--- src/bms_params.svh ---
// Constants of the bus matrix security filter: sizes, offsets, fields, address map
`ifndef BMS_PARAMS_SVH
`define BMS_PARAMS_SVH
// ------------------------------------------------------------
// Sizes
// ------------------------------------------------------------
`define BMS_NUM_M      4
`define BMS_MID_W      2
`define BMS_NUM_S      6
`define BMS_SID_W      3
`define BMS_AW         32
`define BMS_DW         32
`define BMS_RA_W       8
`define BMS_NUM_CFG    8
`define BMS_CIDX_W     3
`define BMS_NUM_SCL    4
// ------------------------------------------------------------
// Register offsets
// ------------------------------------------------------------
`define BMS_OFF_CFG0   8'h00
`define BMS_OFF_STAT   8'h20
`define BMS_OFF_IEN    8'h24
`define BMS_OFF_EADR0  8'h28
`define BMS_OFF_APB    8'h38
// ------------------------------------------------------------
// Region configuration fields and reset values
// ------------------------------------------------------------
`define BMS_F_SPLIT    4:0
`define BMS_F_LOWSEC   5
`define BMS_F_RDSEC    6
`define BMS_F_WRSEC    7
`define BMS_F_SIZE     12:8
`define BMS_CFG_RST    32'h0000_00FF
`define BMS_IEN_RST    4'h0
`define BMS_APB_RST    8'hFF
`define BMS_MIN_SH     6'h0C
// ------------------------------------------------------------
// Slave address map and region indexes
// ------------------------------------------------------------
`define BMS_S_NS       3'h0
`define BMS_S_SEC      3'h1
`define BMS_S_INT      3'h2
`define BMS_S_EXT      3'h3
`define BMS_S_SCL      3'h4
`define BMS_S_APB      3'h5
`define BMS_B_NS       32'h0000_0000
`define BMS_B_SEC      32'h0001_0000
`define BMS_B_INT      32'h0010_0000
`define BMS_B_EXT      32'h2000_0000
`define BMS_B_SCL      32'h4000_0000
`define BMS_B_APB      32'hF000_0000
`define BMS_Z_NS       32'h0001_0000
`define BMS_Z_SEC      32'h0001_0000
`define BMS_Z_INT      32'h0010_0000
`define BMS_Z_EXT      32'h1000_0000
`define BMS_Z_SCL      32'h4000_0000
`define BMS_Z_APB      32'h0000_8000
`define BMS_CI_INT     3'h0
`define BMS_CI_EXT     3'h1
`define BMS_CI_SCL     3'h2
`define BMS_SCL_FIXSEC 3'h3
`define BMS_DMA_MID    2'h3
`define BMS_APB_SH     12
`endif

--- src/bms_pkg.sv ---
// Types shared by the bus matrix security filter
`include "bms_params.svh"
package bms_pkg;
	typedef enum logic [2:0] {
		BMS_ST_NS,
		BMS_ST_SEC,
		BMS_ST_INT,
		BMS_ST_EXT,
		BMS_ST_SCL
	} bms_stype_t;

	typedef struct packed {
		logic                  valid;
		logic [`BMS_MID_W-1:0] mid;
		logic [`BMS_AW-1:0]    addr;
		logic                  write;
		logic                  secure;
	} bms_req_t;

	typedef struct packed {
		logic                  valid;
		logic [`BMS_SID_W-1:0] sid;
		logic [`BMS_AW-1:0]    addr;
		logic                  write;
		logic                  secure;
	} bms_fwd_t;

	typedef struct packed {
		logic                  valid;
		logic [`BMS_MID_W-1:0] mid;
		logic [`BMS_AW-1:0]    addr;
	} bms_serr_t;
endpackage

--- src/bms_filter.sv ---
// Security filter of a multi-master bus matrix with error capture
//
// Summary of operation
// Configuration registers are reachable only by secure requests; others ignored.
// Requester security bit travels with every forwarded transfer.
// Slave error responses are recorded like checker denials.
// Violations answer the master with error and set its status flag.
// Secure interrupt raised only for masters whose error interrupt is enabled.
// Offending address captured per master.
// Region count fixed per slave, one to eight.
// Five slave types; fixed types are not software changeable.
// Always non-secure slave: no restriction, out of range denied.
// Always secure slave: only secure requests pass.
// Internal securable region splits into one non-secure and one secure area.
// Split boundary is a power of two from 4 Kbytes to whole region.
// Software chooses whether the lower area is secure.
// Secure area independently read-protected and write-protected.
// External securable region size programmable; beyond it denied.
// Scalable slave: equal contiguous regions of software-set size.
// Security type chosen per master and per slave.
// Regions of different types coexist inside one slave.
// Each APB peripheral has a secure-only select bit.
// Denied requests are not forwarded; error answered instead.
`include "bms_params.svh"
module bms_filter
	import bms_pkg::*;
(
	input  wire logic                  i_clk,
	input  wire logic                  i_rst_n,
	input  wire bms_req_t              i_req,
	input  wire bms_serr_t             i_slv_err,
	input  wire logic [`BMS_RA_W-1:0]  i_reg_addr,
	input  wire logic [`BMS_DW-1:0]    i_reg_wdata,
	input  wire logic                  i_reg_wr,
	input  wire logic                  i_reg_rd,
	input  wire logic                  i_reg_secure,
	output logic      [`BMS_DW-1:0]    o_reg_rdata,
	output bms_fwd_t                   o_fwd,
	output logic      [`BMS_NUM_M-1:0] o_err_resp,
	output logic                       o_sec_irq
);

	// ------------------------------------------------------------
	// Design-time security type table
	// ------------------------------------------------------------
	// Types are fixed at build time; no register can change them
	// The DMA master sees the internal memory as always secure
	function automatic bms_stype_t stype_of(
		input logic [`BMS_MID_W-1:0] mid,
		input logic [`BMS_SID_W-1:0] sid
	);
		bms_stype_t t;
		t = BMS_ST_SEC;
		case (sid)
			`BMS_S_NS:  t = BMS_ST_NS;
			`BMS_S_SEC: t = BMS_ST_SEC;
			`BMS_S_INT: t = (mid == `BMS_DMA_MID) ? BMS_ST_SEC : BMS_ST_INT;
			`BMS_S_EXT: t = BMS_ST_EXT;
			`BMS_S_SCL: t = BMS_ST_SCL;
			`BMS_S_APB: t = BMS_ST_NS;
			default:    t = BMS_ST_SEC;
		endcase
		return t;
	endfunction

	// Fixed base of each slave
	function automatic logic [`BMS_AW-1:0] base_of(input logic [`BMS_SID_W-1:0] sid);
		logic [`BMS_AW-1:0] b;
		b = `BMS_B_NS;
		case (sid)
			`BMS_S_NS:  b = `BMS_B_NS;
			`BMS_S_SEC: b = `BMS_B_SEC;
			`BMS_S_INT: b = `BMS_B_INT;
			`BMS_S_EXT: b = `BMS_B_EXT;
			`BMS_S_SCL: b = `BMS_B_SCL;
			`BMS_S_APB: b = `BMS_B_APB;
			default:    b = `BMS_B_NS;
		endcase
		return b;
	endfunction

	// Fixed window span of each slave
	function automatic logic [`BMS_AW-1:0] span_of(input logic [`BMS_SID_W-1:0] sid);
		logic [`BMS_AW-1:0] z;
		z = `BMS_Z_NS;
		case (sid)
			`BMS_S_NS:  z = `BMS_Z_NS;
			`BMS_S_SEC: z = `BMS_Z_SEC;
			`BMS_S_INT: z = `BMS_Z_INT;
			`BMS_S_EXT: z = `BMS_Z_EXT;
			`BMS_S_SCL: z = `BMS_Z_SCL;
			`BMS_S_APB: z = `BMS_Z_APB;
			default:    z = `BMS_Z_NS;
		endcase
		return z;
	endfunction

	// ------------------------------------------------------------
	// Registers
	// ------------------------------------------------------------
	// Register map, byte offsets on the register port:
	//   0x00 + 4*i  region word i: 0 internal, 1 external, 2..5 scalable regions 0..3
	//   0x20        error status, one bit per master, write one to clear
	//   0x24        error interrupt enable, one bit per master
	//   0x28 + 4*m  offending address of master m
	//   0x38        peripheral select, one bit per peripheral, set means secure only
	// Region word fields:
	//   split code    boundary is 4 Kbytes shifted left by the code
	//   lower secure  area below the boundary is the secure one
	//   read secured and write secured protect the secure area per direction
	//   size code     region size for external and scalable slaves, same scaling
	// Words 6 and 7 store what is written but steer no decision
	logic [`BMS_DW-1:0]    region_cfg [`BMS_NUM_CFG];
	logic [`BMS_NUM_M-1:0] err_stat;
	logic [`BMS_NUM_M-1:0] err_ien;
	logic [`BMS_AW-1:0]    err_addr [`BMS_NUM_M];
	logic [7:0]            apb_secure;
	logic [`BMS_DW-1:0]    next_rdata;
	logic                  sec_wr;
	logic                  sec_rd;

	// Non-secure register accesses have no effect and read zero
	assign sec_wr = i_reg_wr & i_reg_secure;
	assign sec_rd = i_reg_rd & i_reg_secure;

	// ------------------------------------------------------------
	// Access decision
	// ------------------------------------------------------------
	logic                   hit;
	logic [`BMS_SID_W-1:0]  sid;
	logic [`BMS_AW-1:0]     off;
	logic [`BMS_AW-1:0]     roff;
	logic [`BMS_AW-1:0]     rnum;
	logic [`BMS_CIDX_W-1:0] cidx;
	logic [`BMS_DW-1:0]     rcfg;
	logic [5:0]             size_sh;
	logic [5:0]             split_sh;
	logic                   oor;
	logic                   below;
	logic                   in_sec;
	logic                   prot;
	logic                   fix_sec;
	logic                   deny;
	bms_stype_t             st;

	// Slaves are tried in a fixed order and the first window holding the address wins.
	// The windows do not overlap, so the order never changes the result; an address in no window
	// is denied and reported like any other violation.
	// A subtraction and an unsigned compare check both ends of a window at once:
	// addresses below the base wrap round to a large offset and fail the compare.
	// Decode target slave, then apply its type's checks
	always_comb begin
		hit      = 1'b0;
		sid      = `BMS_S_NS;
		off      = '0;
		for (int s = 0; s < `BMS_NUM_S; s++) begin
			if (!hit && (i_req.addr - base_of(3'(s))) < span_of(3'(s))) begin
				hit = 1'b1;
				sid = 3'(s);
				off = i_req.addr - base_of(3'(s));
			end
		end
		st       = stype_of(i_req.mid, sid);
		cidx     = `BMS_CI_INT;
		rnum     = '0;
		roff     = off;
		fix_sec  = 1'b0;
		oor      = 1'b0;
		case (st)
			BMS_ST_INT: begin
				cidx = `BMS_CI_INT;
			end
			BMS_ST_EXT: begin
				cidx = `BMS_CI_EXT;
			end
			BMS_ST_SCL: begin
				cidx = `BMS_CI_SCL;
			end
			default: begin
				cidx = `BMS_CI_INT;
			end
		endcase
		rcfg     = region_cfg[cidx];
		// The slave's first region word carries the size code; scalable regions share it.
		// An offset past the configured size is denied, so no secure area is mirrored
		// into an open one when less memory is fitted than the window spans.
		size_sh  = {1'b0, rcfg[`BMS_F_SIZE]} + `BMS_MIN_SH;
		if (st == BMS_ST_EXT) begin
			oor = (off >> size_sh) != '0;
		end
		if (st == BMS_ST_SCL) begin
			// Equal contiguous regions; index picks the region word
			rnum = off >> size_sh;
			oor  = rnum >= `BMS_AW'(`BMS_NUM_SCL);
			cidx = `BMS_CI_SCL + rnum[`BMS_CIDX_W-1:0];
			roff = off & ~(32'hFFFF_FFFF << size_sh);
			fix_sec = rnum[`BMS_CIDX_W-1:0] == `BMS_SCL_FIXSEC;
		end
		rcfg     = region_cfg[cidx];
		split_sh = {1'b0, rcfg[`BMS_F_SPLIT]} + `BMS_MIN_SH;
		below    = (roff >> split_sh) == '0;
		in_sec   = below == rcfg[`BMS_F_LOWSEC];
		prot     = i_req.write ? rcfg[`BMS_F_WRSEC] : rcfg[`BMS_F_RDSEC];
		case (st)
			BMS_ST_NS:  deny = 1'b0;
			BMS_ST_SEC: deny = !i_req.secure;
			BMS_ST_INT,
			BMS_ST_EXT,
			BMS_ST_SCL: begin
				deny = oor | (fix_sec & !i_req.secure) | (in_sec & prot & !i_req.secure);
			end
			default:    deny = 1'b1;
		endcase
		if (sid == `BMS_S_APB && apb_secure[off[`BMS_APB_SH+2:`BMS_APB_SH]] && !i_req.secure) begin
			deny = 1'b1;
		end
		if (!hit) begin
			deny = 1'b1;
		end
	end

	// ------------------------------------------------------------
	// Forwarding
	// ------------------------------------------------------------
	// Only permitted requests reach the slave, with their security bit
	// A denied request still drives address and attributes, but valid stays low,
	// so the slave never starts a transfer for it.
	always_ff @(posedge i_clk) begin
		if (!i_rst_n) begin
			o_fwd <= '0;
		end else begin
			o_fwd.valid  <= i_req.valid & !deny;
			o_fwd.sid    <= sid;
			o_fwd.addr   <= i_req.addr;
			o_fwd.write  <= i_req.write;
			o_fwd.secure <= i_req.secure;
		end
	end

	// ------------------------------------------------------------
	// Per-master error capture
	// ------------------------------------------------------------
	genvar gm;
	generate
		for (gm = 0; gm < `BMS_NUM_M; gm++) begin : g_mst
			logic chk_hit;
			logic slv_hit;
			assign chk_hit = i_req.valid & deny & (i_req.mid == `BMS_MID_W'(gm));
			assign slv_hit = i_slv_err.valid & (i_slv_err.mid == `BMS_MID_W'(gm));

			// A checker denial and a slave error for one master may meet in one cycle;
			// both give a single error pulse and set the same flag.
			// Error answer to the master, checker or slave alike
			always_ff @(posedge i_clk) begin
				if (!i_rst_n) begin
					o_err_resp[gm] <= 1'b0;
				end else begin
					o_err_resp[gm] <= chk_hit | slv_hit;
				end
			end

			// Sticky flag; a new error wins over a clear
			always_ff @(posedge i_clk) begin
				if (!i_rst_n) begin
					err_stat[gm] <= 1'b0;
				end else if (chk_hit | slv_hit) begin
					err_stat[gm] <= 1'b1;
				end else if (sec_wr && i_reg_addr == `BMS_OFF_STAT && i_reg_wdata[gm]) begin
					err_stat[gm] <= 1'b0;
				end
			end

			// Offending address; the checker's own denial takes precedence
			always_ff @(posedge i_clk) begin
				if (!i_rst_n) begin
					err_addr[gm] <= '0;
				end else if (chk_hit) begin
					err_addr[gm] <= i_req.addr;
				end else if (slv_hit) begin
					err_addr[gm] <= i_slv_err.addr;
				end
			end
		end
	endgenerate

	// The enable gates the sticky flag, so enabling a master with a pending error
	// raises the interrupt one cycle later; clearing the flag drops it again.
	// Interrupt toward the secure world
	always_ff @(posedge i_clk) begin
		if (!i_rst_n) begin
			o_sec_irq <= 1'b0;
		end else begin
			o_sec_irq <= |(err_stat & err_ien);
		end
	end

	// ------------------------------------------------------------
	// Register writes
	// ------------------------------------------------------------
	// Non-secure writes are dropped before they reach any register
	// Region configuration words
	always_ff @(posedge i_clk) begin
		if (!i_rst_n) begin
			for (int i = 0; i < `BMS_NUM_CFG; i++) begin
				region_cfg[i] <= `BMS_CFG_RST;
			end
		end else if (sec_wr) begin
			for (int i = 0; i < `BMS_NUM_CFG; i++) begin
				if (i_reg_addr == `BMS_OFF_CFG0 + `BMS_RA_W'(4 * i)) begin
					region_cfg[i] <= i_reg_wdata;
				end
			end
		end
	end

	// Interrupt enable and APB peripheral security select
	always_ff @(posedge i_clk) begin
		if (!i_rst_n) begin
			err_ien    <= `BMS_IEN_RST;
			apb_secure <= `BMS_APB_RST;
		end else if (sec_wr) begin
			if (i_reg_addr == `BMS_OFF_IEN) begin
				err_ien <= i_reg_wdata[`BMS_NUM_M-1:0];
			end
			if (i_reg_addr == `BMS_OFF_APB) begin
				apb_secure <= i_reg_wdata[7:0];
			end
		end
	end

	// ------------------------------------------------------------
	// Register reads
	// ------------------------------------------------------------
	// Non-secure reads see zero rather than the real contents, which hides the
	// layout of the secure world from normal software.
	// Read mux; unmapped and non-secure reads give zero
	always_comb begin
		next_rdata = '0;
		if (sec_rd) begin
			for (int i = 0; i < `BMS_NUM_CFG; i++) begin
				if (i_reg_addr == `BMS_OFF_CFG0 + `BMS_RA_W'(4 * i)) begin
					next_rdata = region_cfg[i];
				end
			end
			for (int m = 0; m < `BMS_NUM_M; m++) begin
				if (i_reg_addr == `BMS_OFF_EADR0 + `BMS_RA_W'(4 * m)) begin
					next_rdata = err_addr[m];
				end
			end
			if (i_reg_addr == `BMS_OFF_STAT) begin
				next_rdata = {{(`BMS_DW-`BMS_NUM_M){1'b0}}, err_stat};
			end
			if (i_reg_addr == `BMS_OFF_IEN) begin
				next_rdata = {{(`BMS_DW-`BMS_NUM_M){1'b0}}, err_ien};
			end
			if (i_reg_addr == `BMS_OFF_APB) begin
				next_rdata = {24'h00_0000, apb_secure};
			end
		end
	end

	// Read data in the cycle after the strobe only
	always_ff @(posedge i_clk) begin
		if (!i_rst_n) begin
			o_reg_rdata <= '0;
		end else begin
			o_reg_rdata <= next_rdata;
		end
	end

endmodule

--- config.mk ---
export PLATFORM = sky130hd
export DESIGN_NAME = bms_filter
export DESIGN_NICKNAME = d
export VERILOG_FILES = /design/src/bms_pkg.sv /design/src/bms_filter.sv
export VERILOG_INCLUDE_DIRS = /design/src
export SDC_FILE = /design/constraint.sdc
export NUM_CORES = 1
export LEC_CHECK = 0
export ABC_AREA = 1
export BUFFER_PORTS_ARGS = -buffer_cell sky130_fd_sc_hd__buf_2
export CAP_MARGIN = 10
export CELL_PAD_IN_SITES_DETAIL_PLACEMENT = 2
export CELL_PAD_IN_SITES_GLOBAL_PLACEMENT = 2
export CORE_MARGIN = 2
export CORE_UTILIZATION = 35
export CTS_BUF_LIST = sky130_fd_sc_hd__clkbuf_16
export CTS_CLUSTER_DIAMETER = 40
export CTS_CLUSTER_SIZE = 10
export DETAILED_ROUTE_END_ITERATION = 8
export GPL_TIMING_DRIVEN = 0
export MAX_ROUTING_LAYER = met4
export PLACE_DENSITY = 0.75
export SYNTH_ARGS = -nofsm -noshare
export SYNTH_HDL_FRONTEND = slang
export SYNTH_SLANG_ARGS = --single-unit
--- constraint.sdc ---
create_clock -name i_clk -period 7.74 [get_ports i_clk]
set_input_delay 0.774 -clock i_clk [delete_from_list [all_inputs] [get_ports i_clk]]
set_output_delay 0.774 -clock i_clk [all_outputs]
set_load 0.05 [all_outputs]
==> out/summary.log <==
INFO  run_status     outcome=complete, but fails checks
INFO  run_status     failed_checks=capacitance limit
INFO  worst_setup_path regToRegStartpoint=region_cfg[2][8]
INFO  worst_setup_path critical_path.top_delay_family=simple AND/OR/NAND/NOR gates
INFO  logic_synthesis ys_dominant_reg_cell=edfxtp_1
INFO  clock_network  ctsLongestPathBuffers=3
INFO  cells_and_area most_frequent_standard_cell_in_the_layout_excluding_fill_and_tap_cells=nand2_1
INFO  clock_network  tritoncts_sinks=475
INFO  worst_setup_path path_depth=42
INFO  routing        wl_per_cell=30.80µm
INFO  clock_network  clock-root-buffer=clkbuf_16
INFO  cells_and_area final_core_util=44.07%
INFO  cells_and_area final_nets=3120
INFO  logic_synthesis synthesis.area=23720µm²
INFO  worst_setup_path worst_setup_path_startpoint=i_req[33]
INFO  logic_synthesis synth_fp_nets=2818
INFO  routing        drt_via_density=5.836
INFO  hold_path      hold_path_class=primary input to flop
INFO  placed_design  place.detailed.hpwl=85770µm
INFO  worst_setup_path cp_num_buf_inv=7
INFO  placed_design  dp_cells=3754
INFO  routing        detail_route.iter0.violations=2308
INFO  cells_and_area synthesis_to_layout_area_growth=24.79%
INFO  sta            clock_skew=0.04194ns
INFO  worst_setup_path setup.reg_to_reg.worst_slack=2.01ns
INFO  global_route   grt_start_max_net_pins=27
INFO  worst_setup_path criticalPathCategory=primary input to flop
INFO  global_route   first_pass_grt_wire_length=174700µm
INFO  logic_synthesis yosysWarnings=0
INFO  worst_setup_path timing.reg2reg.worst_path_depth=38
INFO  worst_setup_path worst_r2r_endpoint=err_addr[2][25]
INFO  placed_design  gp_congestion=0.9399
INFO  worst_setup_path cp_slowest_cell=clkbuf_1
INFO  worst_setup_path critPathMaxStageDelay=0.53ns
INFO  worst_setup_path timing.critical_path.to_type=flop
INFO  routing        met3RoutedLength=9013µm
INFO  floorplan      design.die.area=69870µm²
INFO  sta            holdWs=0.3587ns
INFO  sta            top_achievable_clock_speed=138.5MHz
INFO  logic_synthesis synth_top_cells_by_area=edfxtp_1 (49%), nand2_1 (11%), dfxtp_1 (7.7%), nand3_1 (5.4%), nor2_1 (5.1%)
INFO  placed_design  place.port_buffers=184
INFO  hold_path      min-delay-start=i_req[1]
INFO  logic_synthesis synth_seq_area_share=56.30%
INFO  sta            timing_hold_violations_final=0
INFO  floorplan      core-area=67160µm²
INFO  cells_and_area layout.cells.most_common_list=nand2_1 (678), edfxtp_1 (384), nor2_1 (318)
INFO  sta            fin_crit_sh=93.32%
INFO  global_route   track_usage=35.31%
INFO  power          power_density=271.9nW/µm²
INFO  sta            totalNegativeSetupSlack=0ns
INFO  power          vdd_ir_drop_max=0.1715mV
INFO  global_route   overflow=0
INFO  sta            drv_slew=0
INFO  clock_network  path_clk_slew=0.05ns
INFO  worst_setup_path required=8.13ns
INFO  routing        ant_nets=0
INFO  power          power.leakage=12.09nW
INFO  logic_synthesis ys_seq_elements=475
INFO  power          p_total=0.008047W
INFO  logic_synthesis count_of_flip_flops_with_a_built_in_enable_after_synthesis=384
INFO  routing        met2RoutedLength=56530µm
INFO  logic_synthesis yosysTopAreaCell=edfxtp_1
INFO  floorplan      effective_utilization_at_floorplan=35.32%
INFO  routing        wl_met1=50170µm
INFO  worst_setup_path critical_path_destination=err_addr[2][25]
INFO  routing        topRoutingLayerUsed=met4
INFO  routing        route.detailed.drc=0
INFO  worst_setup_path crit_path_max_fanout=15
INFO  routing        routed-via-count=23010
INFO  run            number_of_maximum_capacitance_violations=1
INFO  floorplan      die_h=264.3µm
INFO  logic_synthesis netlist_instances=2685
INFO  cells_and_area finalNonFillerCells=3943
INFO  routing        drt_pass1_iterations=5
INFO  worst_setup_path crit_arrival=7.62ns
INFO  floorplan      die_span_in_x=264.3µm
INFO  sta            post-route-min-period=7.223ns
INFO  routing        routed_wl=121400µm
INFO  logic_synthesis synth_top_cell_area_share=48.62%
INFO  clock_network  tritoncts.num_buffers=89
INFO  sta            timing_worst_slew_pin_value=1.494ns
INFO  sta            slew_headroom=0.3709%
INFO  clock_network  holdBufCountCts=0
INFO  cells_and_area share_of_post_route_cells_with_drive_strength_above_1=16.43%
INFO  worst_setup_path worst_path_most_repeated_cell=nand2_1
INFO  global_route   number_of_global_route_vias_before_repair=24830
INFO  floorplan      floorplan.io_pins=192
INFO  worst_setup_path start_kind=primary input
INFO  logic_synthesis postSynthAreaPerCell=8.834µm²
INFO  logic_synthesis synth.lib_cells_used.distinct=62
INFO  clock_network  cts_tree=built
INFO  clock_network  htreeDepth=3
INFO  logic_synthesis async_flop_share=0%
INFO  floorplan      rows=95
INFO  clock_network  clk-insertion-delay-late=0.66ns
INFO  sta            setup_viol_count_final=0
INFO  global_route   grt_antenna_before_repair=8
-- cell type report --
class / instances / area (µm²)
antenna: 8 / 20.02
inverter: 237 / 907.1
sequential: 475 / 13350
fill: 7247 / 37560
clock inverter: 74 / 890.9
timing repair buffer: 211 / 1360
buffer: 131 / 671.9
tap: 873 / 1092
multi-input combinational: 1842 / 9001
clock buffer: 92 / 2302
-- routing by layer --
layer	global-route usage (%)	vias to the layer above
li1	-	9833
met1	44.63	11800
met2	56.04	1110
met3	5.845	273
met4	15.28	0
met5	-	-
-- report_power, final --
group          internal (W)  switching [W]  total (W)
clock               0.00268        0.00153    0.00421
combinational      0.000216       0.000621   0.000837
sequential          0.00293      0.0000715    0.00300
total               0.00583        0.00222    0.00805
-- worst min-delay path, delay by kind of cell --
family | cells | cell delay, ns
buffers and inverters | 2 | 0.15
AND/OR/NAND/NOR | 1 | 0.05
-- cells by family (layout without fill, tap and decap cells) --
logic type / count (synthesis) / in the layout / share of synthesized area (%)
flops: 475 / 475 / 56.30
xor+xnor: 6 / 6 / 0.2216
simple gates: 1410 / 1410 / 25.68
other cells: 0 / 8 / 0
buf+inv: 368 / 745 / 6.494
fa+ha+maj: 16 / 16 / 0.8440
compound gates: 409 / 409 / 10.42
mux: 1 / 1 / 0.04220
-- registers in the layout (all words and copies together), names as in the netlist --
register and flops:
o_err_resp 4, err_ien 4, region_cfg 256, apb_secure 8, o_fwd 38, o_sec_irq 1
o_reg_rdata 32, err_addr 128, err_stat 4
-- timing repair --
item                       4_1_cts  5_1_grt
pin swaps                        1        5
setup endpoints to repair       99      260
gates resized for setup          6       40
buffers inserted                 2       10
gates cloned                     0        3
-- worst min-delay path by stage --
| stage | to | slack (ns) | cells past startpoint |
|---|---|---|---|
| 6_report | o_fwd[1] | 0.36 | 3 |
| 5_1_grt | o_fwd[1] | 0.36 | 3 |
| 4_1_cts | o_fwd[1] | 0.34 | 3 |
| 3_5_place_dp | err_ien[3] | 0.48 | 2 |
| 3_3_place_gp | err_ien[2] | 0.48 | 2 |
| 2_1_floorplan | err_ien[0] | 0.45 | 2 |
-- synth_stat cells (all sizes together), types with 11 or more instances --
cell type,number
a21oi,91
ha,16
o211ai,34
a221oi,24
edfxtp,384
nor2,336
o21ai,198
nand3,268
dfxtp,91
nand4,52
clkbuf,73
inv,229
nand3b,26
buf,58
nand2,707
a31oi,11
nor3,14
-- through the flow --
stage / area [µm²] / setup WS, ns
floorplan: 23720 / 1.495
global placement: 25730 / -1.552
detailed placement: 26040 / -0.8691
CTS: 29260 / 0.02680
global route: 29600 / -0.05079
finish: 29600 / 0.5173
Power figures use the tool's default switching activity.
